File: config.mk
export PLATFORM = sky130hd
export DESIGN_NAME = vtg_timing_top
export DESIGN_NICKNAME = d
export VERILOG_FILES = /design/src/logic/vtg_pkg.sv /design/src/logic/vtg_stream_if.sv /design/src/logic/vtg_pix_buf.sv /design/src/logic/vtg_timing_top.sv
export VERILOG_INCLUDE_DIRS = /design/src /design/src/logic
export SDC_FILE = /design/constraint.sdc
export NUM_CORES = 1
export LEC_CHECK = 0
export ABC_AREA = 1
export BUFFER_PORTS_ARGS = -buffer_cell sky130_fd_sc_hd__buf_4
export CAP_MARGIN = 20
export CORE_ASPECT_RATIO = 1.2
export CORE_MARGIN = 1.5
export CORE_UTILIZATION = 50
export CTS_BUF_LIST = sky130_fd_sc_hd__clkbuf_4
export DETAILED_ROUTE_END_ITERATION = 16
export HOLD_SLACK_MARGIN = 0.15
export PLACE_DENSITY = 0.75
export SYNTH_ARGS = -nofsm -noshare
export SYNTH_HDL_FRONTEND = slang
export SYNTH_SLANG_ARGS = --single-unit
File: constraint.sdc
create_clock -name sys_clk -period 4.81 [get_ports sys_clk]
set_input_delay 0.2405 -clock sys_clk [delete_from_list [all_inputs] [get_ports sys_clk]]
set_output_delay 0.2405 -clock sys_clk [all_outputs]
set_load 0.02 [all_outputs]
File: src/logic/vtg_map.svh
// Timing, field and reset constants for the 640x480 video timing generator
`ifndef VTG_MAP_SVH
`define VTG_MAP_SVH

// System clock and pixel clock rates in MHz
`define VTG_SYS_CLK_MHZ 125
`define VTG_PIX_CLK_MHZ 25
// System clocks per pixel clock
`define VTG_PIX_DIV (`VTG_SYS_CLK_MHZ / `VTG_PIX_CLK_MHZ)

// Horizontal line layout in pixel clocks
`define VTG_H_VISIBLE 640
`define VTG_H_FRONT 16
`define VTG_H_SYNC 96
`define VTG_H_BACK 48
`define VTG_H_TOTAL (`VTG_H_VISIBLE + `VTG_H_FRONT + `VTG_H_SYNC + `VTG_H_BACK)

// Vertical frame layout in lines
`define VTG_V_VISIBLE 480
`define VTG_V_FRONT 10
`define VTG_V_SYNC 2
`define VTG_V_BACK 29
`define VTG_V_TOTAL (`VTG_V_VISIBLE + `VTG_V_FRONT + `VTG_V_SYNC + `VTG_V_BACK)

// Counter and address widths
`define VTG_CNT_W 10
`define VTG_ADDR_ROW_W 9
`define VTG_ADDR_W (`VTG_ADDR_ROW_W + `VTG_CNT_W)

// Pixel word layout: red high, green middle, blue low
`define VTG_CHAN_W 4
`define VTG_PIX_W (3 * `VTG_CHAN_W)
`define VTG_RED_LSB 8
`define VTG_GREEN_LSB 4
`define VTG_BLUE_LSB 0

// Reset and idle values, and buffer depth
`define VTG_BLANK 12'h000
`define VTG_SYNC_IDLE 1'b1
`define VTG_BUF_DEPTH 2

`endif

File: src/logic/vtg_pkg.sv
// Types and shared helper functions for the video timing generator
package vtg_pkg;
  `include "vtg_map.svh"

  // One pixel, 4 bits per channel
  typedef logic [`VTG_PIX_W-1:0] vtg_pixel_t;
  // Column or row counter value
  typedef logic [`VTG_CNT_W-1:0] vtg_count_t;
  // Memory read address
  typedef logic [`VTG_ADDR_W-1:0] vtg_addr_t;

  // Position of a counter within its line or frame
  typedef enum logic [1:0] {
    VTG_VISIBLE,
    VTG_FRONT,
    VTG_SYNC,
    VTG_BACK
  } vtg_region_t;

  // Classify a counter value against its layout
  function automatic vtg_region_t vtg_region(input vtg_count_t cnt, input vtg_count_t vis,
                                             input vtg_count_t fp, input vtg_count_t sw);
    if (cnt < vis) return VTG_VISIBLE;
    else if (cnt < vis + fp) return VTG_FRONT;
    else if (cnt < vis + fp + sw) return VTG_SYNC;
    else return VTG_BACK;
  endfunction : vtg_region

  // Increment that wraps to zero after the last value
  function automatic vtg_count_t vtg_wrap_inc(input vtg_count_t cnt, input vtg_count_t last);
    return (cnt == last) ? '0 : cnt + vtg_count_t'(1);
  endfunction : vtg_wrap_inc

endpackage : vtg_pkg

File: src/logic/vtg_stream_if.sv
// Valid/ready word stream between the generator and its pixel buffer
`timescale 1ns/1ps
interface vtg_stream_if #(
  parameter int WIDTH = 12
);
  logic             valid;  // Word on data is offered
  logic             ready;  // Receiver takes the word
  logic [WIDTH-1:0] data;   // Word itself

  // Producing side
  modport src (output valid, output data, input ready);
  // Consuming side
  modport snk (input valid, input data, output ready);
endinterface : vtg_stream_if

File: src/logic/vtg_pix_buf.sv
// Two-entry pixel buffer with valid/ready on both sides
`timescale 1ns/1ps
// Width and depth defaults
`include "vtg_map.svh"
module vtg_pix_buf
  import vtg_pkg::*;
#(
  parameter int WIDTH = `VTG_PIX_W,
  parameter int DEPTH = `VTG_BUF_DEPTH
) (
  input  logic   sys_clk,
  input  logic   srst,
  input  logic   clk_en,
  vtg_stream_if.snk in_if,
  vtg_stream_if.src out_if
);

  localparam int IDX_W = (DEPTH > 1) ? $clog2(DEPTH) : 1;
  localparam int CNT_W = $clog2(DEPTH + 1);
  localparam logic [IDX_W-1:0] IDX_LAST = IDX_W'(DEPTH - 1);
  localparam logic [CNT_W-1:0] CNT_FULL = CNT_W'(DEPTH);

  logic [WIDTH-1:0] mem_q [DEPTH];  // Entry storage
  logic [WIDTH-1:0] mem_d [DEPTH];  // Next entry storage
  logic [IDX_W-1:0] wr_idx_q;       // Next entry to fill
  logic [IDX_W-1:0] wr_idx_d;
  logic [IDX_W-1:0] rd_idx_q;       // Oldest entry
  logic [IDX_W-1:0] rd_idx_d;
  logic [CNT_W-1:0] fill_q;         // Entries held
  logic [CNT_W-1:0] fill_d;
  logic             push;           // Word taken this cycle
  logic             pop;            // Word leaves this cycle

  ////////////////////////////////////////////////////////////////////////
  // Handshakes: no room means no ready, frozen means no transfer
  assign in_if.ready  = clk_en && (fill_q != CNT_FULL);
  assign out_if.valid = clk_en && (fill_q != '0);
  assign out_if.data  = mem_q[rd_idx_q];
  assign push         = in_if.valid && in_if.ready;
  assign pop          = out_if.valid && out_if.ready;

  ////////////////////////////////////////////////////////////////////////
  // Next pointers, fill level and storage
  always_comb begin
    mem_d    = mem_q;
    wr_idx_d = wr_idx_q;
    rd_idx_d = rd_idx_q;
    fill_d   = fill_q;
    // Store incoming word
    if (push) begin
      mem_d[wr_idx_q] = in_if.data;
      wr_idx_d        = (wr_idx_q == IDX_LAST) ? '0 : wr_idx_q + IDX_W'(1);
    end
    // Release oldest word
    if (pop) begin
      rd_idx_d = (rd_idx_q == IDX_LAST) ? '0 : rd_idx_q + IDX_W'(1);
    end
    // Level follows both moves
    if (push && !pop) begin
      fill_d = fill_q + CNT_W'(1);
    end else if (pop && !push) begin
      fill_d = fill_q - CNT_W'(1);
    end
  end

  // Register state; reset empties the buffer
  always_ff @(posedge sys_clk) begin
    if (srst) begin
      wr_idx_q <= '0;
      rd_idx_q <= '0;
      fill_q   <= '0;
    end else begin
      wr_idx_q <= wr_idx_d;
      rd_idx_q <= rd_idx_d;
      fill_q   <= fill_d;
    end
    mem_q <= mem_d;
  end

endmodule : vtg_pix_buf

File: src/logic/vtg_timing_top.sv
// 640x480 video timing generator with pixel fetch and color output
`timescale 1ns/1ps
// Layout constants, shared with the package
`include "vtg_map.svh"
module vtg_timing_top
  import vtg_pkg::*;
#(
  parameter int PIX_DIV = `VTG_PIX_DIV
) (
  input  logic                   sys_clk,
  input  logic                   srst,
  input  logic                   clk_en,
  output logic                   mem_req_valid,
  input  logic                   mem_req_ready,
  output logic [`VTG_ADDR_W-1:0] mem_req_addr,
  input  logic                   mem_rd_valid,
  output logic                   mem_rd_ready,
  input  logic [`VTG_PIX_W-1:0]  mem_rd_data,
  output logic [`VTG_CHAN_W-1:0] vga_red,
  output logic [`VTG_CHAN_W-1:0] vga_green,
  output logic [`VTG_CHAN_W-1:0] vga_blue,
  output logic                   horizontal_sync_out,
  output logic                   vertical_sync_out,
  output logic [`VTG_CNT_W-1:0]  scan_col,
  output logic [`VTG_CNT_W-1:0]  scan_row,
  output logic                   underrun_pulse
);

  ////////////////////////////////////////////////////////////////////////
  // Constants

  // Divider width and terminal count
  localparam int               DIV_W    = (PIX_DIV > 1) ? $clog2(PIX_DIV) : 1;
  localparam logic [DIV_W-1:0] DIV_LAST = DIV_W'(PIX_DIV - 1);

  // Last column and last row of the raster
  // Back porch closes each total
  // Whatever follows sync up to the last count is back porch
  localparam vtg_count_t H_LAST = vtg_count_t'(`VTG_H_TOTAL - 1);
  localparam vtg_count_t V_LAST = vtg_count_t'(`VTG_V_TOTAL - 1);

  // Layout thresholds at counter width
  // Visible, porch and sync sums stay below 1024
  localparam vtg_count_t H_VIS = vtg_count_t'(`VTG_H_VISIBLE);
  localparam vtg_count_t H_FP  = vtg_count_t'(`VTG_H_FRONT);
  localparam vtg_count_t H_SW  = vtg_count_t'(`VTG_H_SYNC);
  localparam vtg_count_t V_VIS = vtg_count_t'(`VTG_V_VISIBLE);
  // Vertical front porch in lines
  localparam vtg_count_t V_FP  = vtg_count_t'(`VTG_V_FRONT);
  localparam vtg_count_t V_SW  = vtg_count_t'(`VTG_V_SYNC);

  ////////////////////////////////////////////////////////////////////////
  // Declarations

  // Each register pairs with a next-value signal
  // Only the always_ff blocks write the _q side
  logic [DIV_W-1:0] div_q;       // Position within one pixel period
  logic [DIV_W-1:0] div_d;
  logic             pix_tick;    // Last system clock of a pixel period
  vtg_count_t       h_q;         // Column counter
  vtg_count_t       h_d;
  vtg_count_t       v_q;         // Row counter
  vtg_count_t       v_d;
  vtg_count_t       h_nxt;       // Column after this pixel
  vtg_count_t       v_nxt;       // Row after this pixel
  vtg_region_t      h_reg;       // Where the column lies in the line
  vtg_region_t      v_reg;       // Where the row lies in the frame
  logic             cur_vis;     // Current pixel lies in the picture
  logic             nxt_vis;     // Next pixel lies in the picture
  vtg_pixel_t       color_q;     // Color shown on the pins
  vtg_pixel_t       color_d;
  logic             hs_n_q;      // Registered horizontal sync, low active
  logic             hs_n_d;
  logic             vs_n_q;      // Registered vertical sync, low active
  logic             vs_n_d;
  logic             under_q;     // Missing pixel flag, one clock
  logic             under_d;
  logic             req_valid_q; // Fetch request pending
  logic             req_valid_d;
  vtg_addr_t        req_addr_q;  // Address of pending fetch
  vtg_addr_t        req_addr_d;

  // Buffer ports on both sides
  vtg_stream_if #(.WIDTH(`VTG_PIX_W)) fill_if ();
  vtg_stream_if #(.WIDTH(`VTG_PIX_W)) drain_if ();

  ////////////////////////////////////////////////////////////////////////
  // Pixel rate

  // Divider counts system clocks within one pixel
  // Tick marks the last of them; all pixel state moves there
  // Pixel tick divider
  assign pix_tick = clk_en && (div_q == DIV_LAST);

  ////////////////////////////////////////////////////////////////////////
  // Raster counters

  // Origin at the first visible pixel keeps decode simple
  // Both counters hold while clock enable is low
  // Row wraps after the last line of the frame
  // Column steps each pixel
  assign h_nxt = vtg_wrap_inc(h_q, H_LAST);

  assign v_nxt = (h_q == H_LAST) ? vtg_wrap_inc(v_q, V_LAST) : v_q;

  // Next divider and counter values
  always_comb begin
    div_d = div_q;
    h_d   = h_q;
    v_d   = v_q;
    // Frozen while clock enable is low
    if (clk_en) begin
      div_d = (div_q == DIV_LAST) ? '0 : div_q + DIV_W'(1);
    end
    if (pix_tick) begin
      h_d = h_nxt;
      v_d = v_nxt;
    end
  end

  // Register divider and counters
  always_ff @(posedge sys_clk) begin
    if (srst) begin
      div_q <= '0;
      h_q   <= '0;
      v_q   <= '0;
    end else begin
      div_q <= div_d;
      h_q   <= h_d;
      v_q   <= v_d;
    end
  end

  ////////////////////////////////////////////////////////////////////////
  // Region decode

  // Decode reads the counters before they step,
  // so pins trail the counters by one pixel period
  // Origin at first visible pixel
  assign h_reg = vtg_region(h_q, H_VIS, H_FP, H_SW);
  assign v_reg = vtg_region(v_q, V_VIS, V_FP, V_SW);

  assign cur_vis = (h_reg == VTG_VISIBLE) && (v_reg == VTG_VISIBLE);
  assign nxt_vis = (h_nxt < H_VIS) && (v_nxt < V_VIS);

  ////////////////////////////////////////////////////////////////////////
  // Fetch requests

  // Request leaves one pixel period ahead of its display tick
  // Memory then has four system clocks to answer before the pop
  // A request still unaccepted at the next tick is replaced
  // Dropped requests surface later as an underrun pulse
  // Next request state
  always_comb begin
    req_valid_d = req_valid_q;
    req_addr_d  = req_addr_q;
    // Accepted request retires
    if (clk_en && mem_req_ready) begin
      req_valid_d = 1'b0;
    end
    // Fetch next pixel one period early
    if (pix_tick) begin
      req_valid_d = nxt_vis;
      // Row and column form the address
      req_addr_d  = {v_nxt[`VTG_ADDR_ROW_W-1:0], h_nxt};
    end
  end

  // Register request; reset asks for pixel zero at once
  always_ff @(posedge sys_clk) begin
    if (srst) begin
      req_valid_q <= 1'b1;
      req_addr_q  <= '0;
    end else begin
      req_valid_q <= req_valid_d;
      req_addr_q  <= req_addr_d;
    end
  end

  // Request stands until taken or replaced
  // Offer request only while running
  assign mem_req_valid = req_valid_q && clk_en;
  assign mem_req_addr  = req_addr_q;

  ////////////////////////////////////////////////////////////////////////
  // Return path buffer

  // Buffer absorbs memory latency between ticks
  // A full buffer holds back the memory side
  // Words leave strictly in fetch order
  // Memory words enter the buffer
  assign fill_if.valid = mem_rd_valid;
  assign fill_if.data  = mem_rd_data;
  // Buffer back-pressure reaches memory
  assign mem_rd_ready  = fill_if.ready;

  // Pop only at visible pixel ticks
  assign drain_if.ready = pix_tick && cur_vis;

  // Depth two covers one word in flight and one waiting
  // Two-entry buffer between memory and pins
  vtg_pix_buf #(
    .WIDTH (`VTG_PIX_W),
    .DEPTH (`VTG_BUF_DEPTH)
  ) u_pix_buf (
    .sys_clk (sys_clk),
    .srst    (srst),
    .clk_en  (clk_en),
    .in_if   (fill_if),
    .out_if  (drain_if)
  );

  ////////////////////////////////////////////////////////////////////////
  // Output stage

  // Color and sync pins change only the edge after a pixel tick
  // Color and sync values then stand for a whole pixel period; the underrun pulse lasts one clock
  // An empty buffer at a visible tick shows black
  // Next color, sync and underrun values
  always_comb begin
    color_d = color_q;
    hs_n_d  = hs_n_q;
    vs_n_d  = vs_n_q;
    under_d = 1'b0;
    if (pix_tick) begin
      hs_n_d = (h_reg != VTG_SYNC);
      vs_n_d = (v_reg != VTG_SYNC);
      if (cur_vis) begin
        color_d = drain_if.valid ? drain_if.data : `VTG_BLANK;
        under_d = !drain_if.valid;
      end else begin
        color_d = `VTG_BLANK;
      end
    end
  end

  // Register pin values
  always_ff @(posedge sys_clk) begin
    if (srst) begin
      color_q <= `VTG_BLANK;
      hs_n_q  <= `VTG_SYNC_IDLE;
      vs_n_q  <= `VTG_SYNC_IDLE;
      under_q <= 1'b0;
    end else begin
      color_q <= color_d;
      hs_n_q  <= hs_n_d;
      vs_n_q  <= vs_n_d;
      under_q <= under_d;
    end
  end

  ////////////////////////////////////////////////////////////////////////
  // Pins

  assign vga_red   = color_q[`VTG_RED_LSB +: `VTG_CHAN_W];
  assign vga_green = color_q[`VTG_GREEN_LSB +: `VTG_CHAN_W];
  assign vga_blue  = color_q[`VTG_BLUE_LSB +: `VTG_CHAN_W];

  // No logic after the flops keeps edges clean
  // Sync pins straight from flops
  assign horizontal_sync_out = hs_n_q;
  assign vertical_sync_out   = vs_n_q;

  // Status outputs for observers and test
  // Scan position for observers
  assign scan_col = h_q;
  assign scan_row = v_q;

  // Pulse means a pixel was shown black
  // Fetch arrived too late
  assign underrun_pulse = under_q;

endmodule : vtg_timing_top

==> key figures <==
Worst setup path
  • Slowest CP cell: ha_1
  • Setup crit end kind: flip-flop
  • WP data arrival: around 2.8 ns
  • Critical path, cell by cell: inv_1, ha_1, nand3_1, nor2_1, nand2_1, ha_1, a21oi_1, o21ai_0, o21ai_0, a21oi_1
  • Bufs and invs on worst path: 1
  • Data required, critical path: just over 5 ns
  • Startpoint types: flip-flop
  • Delay-heaviest family, CP: simple AND/OR/NAND/NOR gates
  • Critical path fanouts, max: 15
  • Worst path max stage delay: between 0.4 and 0.5 ns
  • Worst reg2reg path depth: 10
  • WP depth: 10
  • Crit Path Category: flip-flop to flip-flop

Layout
  • Synth-to-layout area growth: 25.0%
  • Fill cell count: between 500 and 600
  • Fin util: about two thirds
  • Final net count: between 400 and 500
  • Multi-input gate area: roughly 0.0012 mm²
  • # diodes: 0
  • Share of cells above drive strength 1: about a quarter
  • Register area: 0.00158 mm²

Logic synthesis
  • #FFs+latches synth: between 60 and 70
  • Syn_area_per_cell: 9.03 µm²
  • Synth area leader: dfxtp_1
  • Area share of the largest cell type after synthesis: 27.5%
  • Unique masters post-synth: 36
  • Net Count, Synth: 370
  • Seq/Total Area, Yosys: 50.5%
  • Synth top area cells: dfxtp_1 (27%), edfxtp_1 (23%), nand2_1 (7.1%)
  • Synth Cell Area: around 0.0031 mm²
  • Top-count cell post-synth: nand2_1
  • Main synth FF type: dfxtp_1
  • Yosys warnings: 0
  • Cell count after synthesis: ~350
  • Synth top cells by count: nand2_1 (59), dfxtp_1 (43), inv_1 (35)
  • Async set-reset flop share out of synthesis: 0%
  • Post-synth EDFFs: 24

Floorplan
  • # IOs: 73
  • Die Span Y: 89.7 µm
  • Row count: 31
  • Die area: between 0.006 and 0.007 mm²
  • Core footprint: around 0.0061 mm²
  • Initial Util: between 50% and 60%
  • Die W: around 75 µm

Job
  • Max cap viols: 0

STA
  • Fmax: between 300 and 400 MHz
  • Tcrit/Tclk final: a little over half
  • Minimum clock period: around 2.6 ns
  • Setup TNS: 0 ns
  • Max-slew headroom: about a third
  • Slew Limit Fails: 0
  • Final Setup Violations: 0
  • Setup Skew: about 0.018 ns
  • Final hold vios: 0
  • RSZ-0062 raised after global routing: no
  • Worst Max-Slew Pin Slew: 1.01 ns

Clock network
  • # clock sinks: 67
  • CTS H-Tree Depth: 3
  • CTS Buf Count: 9
  • Reg clk slew, reported paths: between 0.1 and 0.15 ns
  • Post-CTS sizing: 0
  • Clk buf depth: 2
  • Clock Tree Root: clkbuf_4
  • Clk_lat worst skew: roughly 0.40 ns
  • TritonCTS clock tree: done
  • Post-CTS setup buffers: 0

Place
  • Placer Congestion: approximately 0.85
  • Detailed Place HPWL: approximately 4700 µm
  • IO buf count: 72

Hold path
  • HP Class: input pin to flip-flop
  • Hold path cells: 2

Pwr
  • Switching Share: approximately 22%
  • Worst VDD drop: around 0.23 mV
  • Seq pwr share: a little over half
  • Lkg Pwr: between 1.5 and 2 nW
  • Internal power: roughly 890 µW
  • P_sw: ~260 µW
  • Clk network pwr share: around 42%
  • Combinational power share: under 10%
  • Power density cells: just under 300 mW/mm²

GRT
  • Total GRT Usage: a little over a fifth
  • First-pass GRT wire length: around 11,000 µm
  • Total grt overflow: 0
  • Initial antenna violation count: 0
  • Met3 Usage GRT: approximately 5.0%
  • GR Layer Usage met2: a little over a third
  • Largest net degree at the start of global routing: 22
  • Met1 Track Usage GR: approximately 26%
  • Vias in the first global route: 2,463
  • Most Used Layer, Global Route: met2

Routing
  • Vias per cell: ~5.1
  • Final Routed Wirelength: between 6000 and 7000 µm
  • Pre-antenna DRT Iters: 5
  • Post-route ant nets: 0
  • Via count: ~2,600
  • Post-route DRC violation count: 0
  • Wire per inst: between 10 and 15 µm
  • Drt initial violations: approximately 160

Outcome
  • Outcome: completed
==> logic make-up after synthesis <==
group / synth area share (%)
AOI/OAI and AO/OA: 10.2
xor gates and xnor gates: 1.68
adders and majority gates: 2.40
buffers and inverters: 10.7
DFF: 50.5
muxes: 3.83
and+or+nand+nor: 20.7
==> layout by cell type (no fill, tap or decap), types with 3 or more instances in the layout <==
| cell type | synthesis | final |
|---|---|---|
| nor2_1 | 30 | 30 |
| inv_2 | 3 | 3 |
| clkbuf_4 | 0 | 9 |
| ha_1 | 6 | 6 |
| nor2_4 | 4 | 4 |
| edfxtp_1 | 24 | 24 |
| dfxtp_1 | 43 | 43 |
| nor2_2 | 5 | 5 |
| xor2_1 | 5 | 5 |
| o21ai_1 | 4 | 4 |
| buf_4 | 20 | 73 |
| inv_1 | 35 | 35 |
| a31oi_1 | 3 | 3 |
| nand2_1 | 59 | 59 |
| o31ai_1 | 12 | 12 |
| bufinv_16 | 0 | 3 |
| dlygate4sd3_1 | 0 | 13 |
| mux2i_1 | 12 | 12 |
| a21oi_1 | 14 | 14 |
| o22ai_1 | 4 | 4 |
| nand2_2 | 3 | 3 |
| nand4_1 | 7 | 7 |
| nand3_1 | 17 | 17 |
| o21ai_0 | 12 | 12 |
==> area by class of cell <==
cell class	count	area share [%]
clock buffers	9	1.72
clock inverters	7	3.16
inverters	39	3.77
multi-input cells	213	31.1
flip-flops and latches	67	40.4
well taps	82	2.62
repair buffers	86	17.3
==> layer usage <==
metal	up-vias	wire, µm
li1	1292	-
met5	-	0
met1	1204	2940
met4	0	137
met3	12	319
met2	80	3520
==> through the flow <==
stage	instances	hold slack, ns	setup slack [ns]	instance area (µm²)	power, mW
final	503	0.177	2.26	3920	1.15
after global routing	503	0.170	2.02	3920	1.19
after CTS	502	0.157	2.27	3910	1.15
after detailed placement	473	0.428	2.31	3590	0.665
after global placement	473	0.425	2.45	3590	0.664
after floorplan	347	0.339	2.85	3130	0.644
==> what timing repair did <==
action | CTS | global route
hold buffers | 13 | 0
endpoints found under the hold margin | 25 | 0
endpoints found under the setup margin | 0 | 0
==> registers in the layout, indices dropped and copies added (netlist names) <==
| name | cells |
|---|---|
| mem_req_addr | 1 |
| req_valid_q | 1 |
| underrun_pulse | 1 |
| scan_row | 10 |
| u_pix_buf.fill_q | 2 |
| color_q | 12 |
| horizontal_sync_out | 1 |
| div_q | 3 |
| u_pix_buf.rd_idx_q | 1 |
| vertical_sync_out | 1 |
| u_pix_buf.mem_q | 24 |
| scan_col | 9 |
| u_pix_buf.wr_idx_q | 1 |
==> power by group through the flow <==
stage	logic [mW]	clock network (mW)	registers (mW)
5_1_grt	0.0658	0.514	0.606
2_1_floorplan	0.0279	0	0.616
6_report	0.0582	0.486	0.604
3_5_place_dp	0.0487	0	0.617
4_1_cts	0.0572	0.485	0.604
3_3_place_gp	0.0474	0	0.616
==> path summary, 6_finish.rpt <==
check / startpoint / to / slack, ns
worst min register to register: color_q[10] / color_q[10] / 0.49
worst min-delay path: srst / scan_row[1] / 0.18
worst max-delay path: div_q[0] / u_pix_buf.fill_q[1] / 2.26
worst max register to register: div_q[0] / u_pix_buf.fill_q[1] / 2.26
No activity file was read; power rests on OpenSTA's default activity.
